==> config.mk <==
export PLATFORM = sky130hd
export DESIGN_NAME = boot_strap_capture
export DESIGN_NICKNAME = d
export VERILOG_FILES = /design/src/rtl/boot_strap_pkg.sv /design/src/rtl/boot_strap_capture.sv
export SDC_FILE = /design/constraint.sdc
export NUM_CORES = 1
export LEC_CHECK = 0
export ABC_AREA = 1
export BUFFER_PORTS_ARGS = -buffer_cell sky130_fd_sc_hd__buf_2
export CELL_PAD_IN_SITES_DETAIL_PLACEMENT = 1
export CELL_PAD_IN_SITES_GLOBAL_PLACEMENT = 1
export CORE_MARGIN = 5
export CORE_UTILIZATION = 30
export DETAILED_ROUTE_END_ITERATION = 10
export PLACE_DENSITY = 0.81
export SLEW_MARGIN = 20
export SYNTH_ARGS = -nofsm -noshare
export SYNTH_HDL_FRONTEND = slang
export SYNTH_SLANG_ARGS = --single-unit
==> constraint.sdc <==
create_clock -name ref_clk -period 1.6 [get_ports ref_clk]
set_input_delay 0.32 -clock ref_clk [delete_from_list [all_inputs] [get_ports ref_clk]]
set_output_delay 0.32 -clock ref_clk [all_outputs]
set_load 0.005 [all_outputs]
==> src/rtl/boot_strap_pkg.sv <==
// Constants, register map and carrier types for the boot strap capture block
package boot_strap_pkg;

	localparam int ADDR_W = 32;
	localparam int DATA_W = 32;
	localparam int SEL_W = 4;
	localparam int STRAP_W = 16;
	localparam int BYTE_W = 8;
	localparam int HCFG_W = 3;

	// Register byte addresses
	localparam logic [ADDR_W-1:0] STRAP_LOW_ADDR = 32'h4000_0000;
	localparam logic [ADDR_W-1:0] STRAP_HIGH_ADDR = 32'h4000_0004;
	localparam logic [ADDR_W-1:0] HOST_CFG_ADDR = 32'h4000_0008;

	// Hardware boot always fetches from the bottom of internal ROM
	localparam logic [ADDR_W-1:0] ROM_BOOT_ADDR = 32'h0000_0000;

	// Field positions
	localparam int LOW_LSB = 0;
	localparam int HIGH_LSB = 8;
	localparam int HCFG_BYTE_ADDR_BIT = 2;
	localparam int HCFG_FULL_BIT = 1;
	localparam int HCFG_NONMUX_BIT = 0;

	// Reset values
	localparam logic [HCFG_W-1:0] HCFG_RESET = 3'h0;
	localparam logic [DATA_W-1:0] READ_ZERO = 32'h0000_0000;
	localparam logic [BYTE_W-1:0] STRAP_RESET = 8'h00;

	// Captured pins, most significant first: high byte then low byte
	typedef struct packed {
		logic serial1_select_pin;
		logic serial1_enable_pin;
		logic host_chip_select_pin;
		logic host_data0_pin;
		logic host_addr0_pin;
		logic audio_tx_frame_sync0;
		logic audio_rx_frame_sync0;
		logic audio_serializer0_bit0;
		logic serial0_data_out_pin;
		logic serial0_data_in_pin;
		logic serial0_clock_pin;
		logic serial0_select_pin;
		logic serial0_enable_pin;
		logic serial1_data_out_pin;
		logic serial1_data_in_pin;
		logic serial1_clock_pin;
	} strap_pins_t;

	// Host port configuration bits filled from straps
	typedef struct packed {
		logic host_byte_addressing;
		logic host_full_width;
		logic host_nonmuxed_bus;
	} host_cfg_t;

	// Classic Wishbone request and response
	typedef struct packed {
		logic cyc;
		logic stb;
		logic we;
		logic [SEL_W-1:0] sel;
		logic [ADDR_W-1:0] adr;
		logic [DATA_W-1:0] dat;
	} wb_req_t;

	typedef struct packed {
		logic ack;
		logic [DATA_W-1:0] dat;
	} wb_rsp_t;

endpackage

==> src/rtl/boot_strap_capture.sv <==
// Reset-time strap capture with Wishbone register access and boot fetch start
//
// Register access over Wishbone is this design's own decision.
`timescale 1ns/1ns
module boot_strap_capture (
	input wire logic ref_clk,
	input wire logic reset,
	input wire boot_strap_pkg::strap_pins_t strap_pins,
	input wire logic emu_reset_req,
	input wire logic wdog_reset_req,
	input wire boot_strap_pkg::wb_req_t wb_req,
	output boot_strap_pkg::wb_rsp_t wb_rsp,
	output boot_strap_pkg::host_cfg_t host_cfg,
	output logic [boot_strap_pkg::ADDR_W-1:0] boot_fetch_addr,
	output logic boot_fetch_req
);
	import boot_strap_pkg::*;

	strap_pins_t pin_meta_r;
	strap_pins_t pin_sync_r;
	logic capture_pending_r;
	logic [BYTE_W-1:0] strap_low_r;
	logic [BYTE_W-1:0] strap_high_r;
	host_cfg_t host_cfg_r;
	logic [ADDR_W-1:0] boot_addr_r;
	logic boot_req_r;
	logic ack_r;
	logic [DATA_W-1:0] rd_dat_r;
	logic [DATA_W-1:0] rd_nxt;
	logic soft_reset;
	logic wb_hit;
	logic wb_commit;
	strap_pins_t cap;

	assign soft_reset = emu_reset_req | wdog_reset_req;
	assign wb_hit = wb_req.cyc & wb_req.stb & ~ack_r;
	assign wb_commit = wb_req.cyc & wb_req.stb & wb_req.we & ack_r; // Write lands at the ack edge
	assign cap = strap_pins_t'({strap_high_r, strap_low_r});

	// Pin synchroniser; no reset so the pins are already settled at release
	always_ff @(posedge ref_clk) begin
		pin_meta_r <= strap_pins;
		pin_sync_r <= pin_meta_r;
	end

	// Armed by external reset only, fires once on the first edge after release
	always_ff @(posedge ref_clk or posedge reset) begin
		if (reset) begin
			capture_pending_r <= 1'b1;
		end else begin
			capture_pending_r <= 1'b0;
		end
	end

	// Strap capture; soft resets never reach here
	always_ff @(posedge ref_clk or posedge reset) begin
		if (reset) begin
			strap_low_r <= STRAP_RESET;
			strap_high_r <= STRAP_RESET;
		end else if (capture_pending_r) begin
			strap_low_r <= pin_sync_r[LOW_LSB +: BYTE_W];
			strap_high_r <= pin_sync_r[HIGH_LSB +: BYTE_W];
		end
	end

	// Host port config: filled from straps in host boot, else software owned
	always_ff @(posedge ref_clk or posedge reset) begin
		if (reset) begin
			host_cfg_r <= HCFG_RESET;
		end else if (capture_pending_r && !pin_sync_r.host_chip_select_pin) begin
			host_cfg_r.host_byte_addressing <= pin_sync_r.serial0_data_out_pin;
			host_cfg_r.host_full_width <= pin_sync_r.serial0_data_in_pin;
			host_cfg_r.host_nonmuxed_bus <= pin_sync_r.serial0_clock_pin;
		end else if (wb_commit && wb_req.sel[0] && wb_req.adr == HOST_CFG_ADDR) begin
			host_cfg_r <= wb_req.dat[HCFG_W-1:0];
		end
	end

	// Boot fetch always restarts at ROM base, after capture or a soft reset
	always_ff @(posedge ref_clk or posedge reset) begin
		if (reset) begin
			boot_addr_r <= ROM_BOOT_ADDR;
			boot_req_r <= 1'b0;
		end else begin
			boot_addr_r <= ROM_BOOT_ADDR;
			boot_req_r <= capture_pending_r | soft_reset;
		end
	end

	// Read mux; reserved upper bits read as zero and reads change nothing
	always_comb begin
		rd_nxt = READ_ZERO;
		if (wb_req.adr == STRAP_LOW_ADDR) begin
			rd_nxt[BYTE_W-1:0] = strap_low_r;
		end else if (wb_req.adr == STRAP_HIGH_ADDR) begin
			rd_nxt[BYTE_W-1:0] = strap_high_r;
		end else if (wb_req.adr == HOST_CFG_ADDR) begin
			rd_nxt[HCFG_W-1:0] = host_cfg_r;
		end
	end

	// One-wait-state ack; unmapped addresses ack with zero data
	always_ff @(posedge ref_clk or posedge reset) begin
		if (reset) begin
			ack_r <= 1'b0;
			rd_dat_r <= READ_ZERO;
		end else begin
			ack_r <= wb_hit;
			rd_dat_r <= (wb_hit && !wb_req.we) ? rd_nxt : READ_ZERO;
		end
	end

	assign wb_rsp = '{ack: ack_r, dat: rd_dat_r};
	assign host_cfg = host_cfg_r;
	assign boot_fetch_addr = boot_addr_r;
	assign boot_fetch_req = boot_req_r;

	// Checks
	property p_boot_rom;
		@(posedge ref_clk) disable iff (reset)
		boot_fetch_req |-> boot_fetch_addr == ROM_BOOT_ADDR;
	endproperty
	a_boot_rom: assert property (p_boot_rom) else $error("boot fetch not at ROM base");

	// Sampled reset keeps the release edge, where flops still see reset, out of capture checks
	property p_boot_after_capture;
		@(posedge ref_clk) disable iff (reset)
		!reset && capture_pending_r |=> boot_fetch_req ##1 (boot_fetch_req == $past(soft_reset));
	endproperty
	a_boot_after_capture: assert property (p_boot_after_capture) else $error("no boot request");

	property p_capture_low;
		@(posedge ref_clk) disable iff (reset)
		!reset && capture_pending_r |=> strap_low_r == $past(pin_sync_r[LOW_LSB +: BYTE_W]);
	endproperty
	a_capture_low: assert property (p_capture_low) else $error("low strap not captured");

	property p_capture_high;
		@(posedge ref_clk) disable iff (reset)
		!reset && capture_pending_r |=> cap.host_chip_select_pin == $past(pin_sync_r.host_chip_select_pin)
			&& strap_high_r == $past(pin_sync_r[HIGH_LSB +: BYTE_W]);
	endproperty
	a_capture_high: assert property (p_capture_high) else $error("high strap not captured");

	property p_soft_reset_keeps;
		@(posedge ref_clk) disable iff (reset)
		(soft_reset && !capture_pending_r) |=> $stable(strap_low_r) && $stable(strap_high_r)
			&& boot_fetch_req;
	endproperty
	a_soft_reset_keeps: assert property (p_soft_reset_keeps) else $error("soft reset moved straps");

	property p_host_cfg;
		@(posedge ref_clk) disable iff (reset)
		(!reset && capture_pending_r && !pin_sync_r.host_chip_select_pin) |=>
			host_cfg == {cap.serial0_data_out_pin, cap.serial0_data_in_pin, cap.serial0_clock_pin};
	endproperty
	a_host_cfg: assert property (p_host_cfg) else $error("host config not copied");

	property p_read_low;
		@(posedge ref_clk) disable iff (reset)
		(wb_hit && !wb_req.we && wb_req.adr == STRAP_LOW_ADDR) |=>
			wb_rsp.ack && wb_rsp.dat == {24'h00_0000, strap_low_r};
	endproperty
	a_read_low: assert property (p_read_low) else $error("low strap read wrong");

	property p_read_high;
		@(posedge ref_clk) disable iff (reset)
		(wb_hit && !wb_req.we && wb_req.adr == STRAP_HIGH_ADDR) |=>
			wb_rsp.ack && wb_rsp.dat[DATA_W-1:BYTE_W] == 24'h00_0000
			&& wb_rsp.dat[BYTE_W-1:0] == strap_high_r;
	endproperty
	a_read_high: assert property (p_read_high) else $error("high strap read wrong");

	property p_straps_hold;
		@(posedge ref_clk) disable iff (reset)
		!capture_pending_r |=> $stable(strap_low_r) && $stable(strap_high_r);
	endproperty
	a_straps_hold: assert property (p_straps_hold) else $error("straps changed");

	property p_ack_single;
		@(posedge ref_clk) disable iff (reset)
		wb_rsp.ack |=> !wb_rsp.ack;
	endproperty
	a_ack_single: assert property (p_ack_single) else $error("ack longer than one cycle");

	property p_ack_after_take;
		@(posedge ref_clk) disable iff (reset)
		wb_hit |=> wb_rsp.ack;
	endproperty
	a_ack_after_take: assert property (p_ack_after_take) else $error("request not acked");

	// Fetch restarts only after a capture or a soft reset
	property p_boot_quiet;
		@(posedge ref_clk) disable iff (reset)
		(!capture_pending_r && !soft_reset) |=> !boot_fetch_req;
	endproperty
	a_boot_quiet: assert property (p_boot_quiet) else $error("boot fetch without reset");

	property p_soft_cfg;
		@(posedge ref_clk) disable iff (reset)
		(soft_reset && !capture_pending_r && !wb_commit) |=> $stable(host_cfg);
	endproperty
	a_soft_cfg: assert property (p_soft_cfg) else $error("soft reset moved config");

	c_host_boot: cover property (@(posedge ref_clk) disable iff (reset)
		capture_pending_r && !pin_sync_r.host_chip_select_pin);
	c_soft_reset: cover property (@(posedge ref_clk) disable iff (reset)
		soft_reset && !capture_pending_r);
	c_read_high: cover property (@(posedge ref_clk) disable iff (reset)
		wb_hit && !wb_req.we && wb_req.adr == STRAP_HIGH_ADDR);
	c_cfg_write: cover property (@(posedge ref_clk) disable iff (reset)
		wb_hit && wb_req.we && wb_req.adr == HOST_CFG_ADDR);

endmodule

==> summary.md <==
| Metric | Value |
|---|---|
| Final cell count without fillers | 491 |
| H-tree Lvls | 3 |
| Register cell area after layout | approximately 0.0014 mm2 |
| Leak Pwr | approximately 1.7 nW |
| GRT met3 Usage | ~4.0% |
| First-pass GRT wire length | 8340 um |
| Vias after detailed routing | 1,898 |
| Clock root buffer | clkbuf_8 |
| Cts repair resizes | 0 |
| Most common cell in the netlist | nand2_1 |
| Total number of yosys warnings | 0 |
| Reg2Reg Depth | 7 |
| DRC Markers | 0 |
| Net Switching | roughly 0.8 mW |
| WL final | roughly 5300 um |
| Total track usage | around a tenth |
| WP buf/inv | 2 |
| Fillers | ~1,100 |
| Synth async-reset ratio | 48.4% |
| R2R Setup Slk | 0.29 ns |
| CTS sink count | a little over 60 |
| Num CTS Buffers | 9 |
| PortBufs | between 70 and 80 |
| Initial detailed-routing violation count | 54 |
| Largest cells by area after synthesis | dfrtp_1, dfxtp_1, buf_4 |
| CTS tree | done |
| Clock Skew | around 0.0074 ns |
| ANT cells | 0 |
| CP dominant cell by count | nand2_1 |
| Critical path endpoint category | flop |
| Slowest-stage cell, CP | dfstp_2 |
| Die X-Extent | 103 um |
| Synth Flop Type | dfxtp_1 |
| Largest net degree at the start of global routing | 31 |
| Internal | approximately 2.3 mW |
| Seq cells post-synth | 62 |
| Initial core utilization | between 30% and 40% |
| Share of layout cells above drive strength 1 | between 20% and 30% |
| Launching point of the worst reg2reg path | capture_pending_r |
| Multi-input logic area | between 800 and 900 um2 |
| Seq/Total Area, Yosys | 53.5% |
| Post-synth EDFFs | 0 |
| RSZ-0062 raised after global routing | no |
| VDD IR-drop max | around 760 uV |
| Synthesized area | roughly 0.0026 mm2 |
| Layout area overhead | 17.2% |
| Initial antenna violation count | 0 |
| Seq pwr share | 54.2% |
| Drt first pass iters | 4 |
| Most Crowded Layer GR | met2 |
| Most frequent cells after synthesis | nand2_1, buf_4, dfxtp_1 |
| GR Util met1 | 10.6% |
| Met2 usage | a little under a fifth |
| Clk_lat worst skew | about 0.33 ns |
| Status | finished clean |
| Die ar. | between 0.01 and 0.015 mm2 |
| Final setup violation count | 0 |
| Area fraction of the dominant cell type after synthesis | between 20% and 30% |
| Row cnt | 34 |
| Combinational share of power | under 10% |
| Die height | ~100 um |
| Family with the most delay on the worst path | flip-flops |
| DP HPWL | 4290 um |
| Sw Share | 25.4% |
| Setup repair bufs after CTS | 0 |
| Arrival time worst endpoint | roughly 1.5 ns |
| Final Slew Violations | 0 |
| Critical Path End | host_cfg[0] |
| Post-synth cell types | 21 |
| Final #Nets | about 470 |
| Vias in the first global route | ~2,000 |
| Clock-pin transition on the worst setup and hold timing paths | 0.07 ns |
| Final antenna-violating net count | 0 |
| Critical Path, Cell by Cell | inv_2 > nor2_2 > inv_2 > nand2_1 > o21ai_0 > nand2_1 > nand2_1 |
| GPL Wtd Cong | approximately 0.75 |
| Max Cap Viol | 0 |
| Cells after DPL | about 480 |
| Cts hold-fix bufs | 0 |
| CTS max path bufs | 2 |
| Setup slack after layout | just under 0.3 ns |
| Boundary pin count | between 150 and 200 |
| Hold crit path type | in2async |
| Area leader, netlist | dfrtp_1 |
| Peak Freq | about 0.76 GHz |
| Part of the power in the clock network | roughly 38% |
| Syn Inst Count | 298 |
| CP max stage delay | 0.54 ns |
| Tcrit/Tclk final | roughly four fifths |
| Maximum fanout along the worst path | 16 |
| Critical path startpoint category | flop |
| Congestion Overflow GR | 0 |
| CP Depth | 7 |
| Pwr dens | between 1000 and 1500 mW/mm2 |
| CP startpoint | capture_pending_r |
| Crit path time final | between 1 and 1.5 ns |
| Mapped Avg Cell Area | a little under 9 um2 |
| Dpl ws | 0.129 ns |
| Worst Path Class, Setup | reg2reg |
| Core Region | between 0.008 and 0.009 mm2 |
| Reg2Reg Capture Point | host_cfg[0] |
| Sum Neg Setup Slack | 0 ns |
| Final hold vios | 0 |
| Req. time, crit path | approximately 1.8 ns |
| Drt wl/cell | between 10 and 15 um |
| Via density | 3.87 |
[power by group through the flow]
stage | clock (mW) | sequential (mW) | combinational, mW
final | 1.17 | 1.69 | 0.256
after global routing | 1.29 | 1.70 | 0.302
after CTS | 1.21 | 1.69 | 0.257
after detailed placement | 0 | 1.72 | 0.255
after global placement | 0 | 1.72 | 0.245
after floorplan | 0 | 1.71 | 0.240
[worst min-delay path, cell delays in order]
cell and delay [ns]:
buf_2 0.09, inv_1 0.04, buf_4 0.35
[metrics by stage]
stage / total power [mW] / utilization [%] / cell area [um2] / hold slack, ns
3_3_place_gp: 1.96 / 33.5 / 2880 / 0.312
6_report: 3.11 / 35.5 / 3050 / 0.0608
5_1_grt: 3.29 / 35.5 / 3050 / 0.0524
2_1_floorplan: 1.95 / - / 2820 / 0.310
4_1_cts: 3.16 / 35.5 / 3050 / 0.0620
3_5_place_dp: 1.98 / 33.5 / 2880 / 0.313
[area by class of cell]
class	instances	share of cell area (%)
Multi-Input combinational cell	205	28.8
Sequential cell	62	45.6
Inverter	27	3.40
Clock inverter	6	1.48
Timing Repair Buffer	73	12.1
Tap cell	108	4.43
Clock buffer	10	4.18
[layout by cell type, fill, tap and decap left out, drive strengths merged, types with 10 or more instances in the layout]
cell type,count
dfxtp,32
inv,29
nand3,16
a21oi,11
buf,73
nand2,80
clkbuf,10
dfrtp,29
nor2,34
conb,57
[kinds of logic after synthesis]
family | share of synthesized area (%)
other cells | 0.144
simple gates | 22.0
buf+inv | 20.9
compound gates | 3.46
flops | 53.5
[worst min-delay path by stage]
stage,endpoint,slack [ns]
floorplan,pin_sync_r[0],0.31
global placement,pin_sync_r[5],0.31
detailed placement,pin_sync_r[15],0.31
CTS,rd_dat_r[1],0.06
global route,pin_meta_r[9],0.05
finish,rd_dat_r[1],0.06
[flip-flops by register name, summed over array words and instances, names as in the netlist]
name and cells:
strap_low_r 8, capture_pending_r 1, ack_r 1, rd_dat_r 8
boot_fetch_req 1, host_cfg 3, pin_meta_r 16, pin_sync_r 16
strap_high_r 8
[layer usage]
| layer | up-vias | share of wire, % |
|---|---|---|
| met5 | - | 0 |
| met4 | 0 | 1.6 |
| li1 | 952 | - |
| met3 | 9 | 9.4 |
| met2 | 69 | 51 |
| met1 | 868 | 38 |
(Power assumes the default switching activity.)
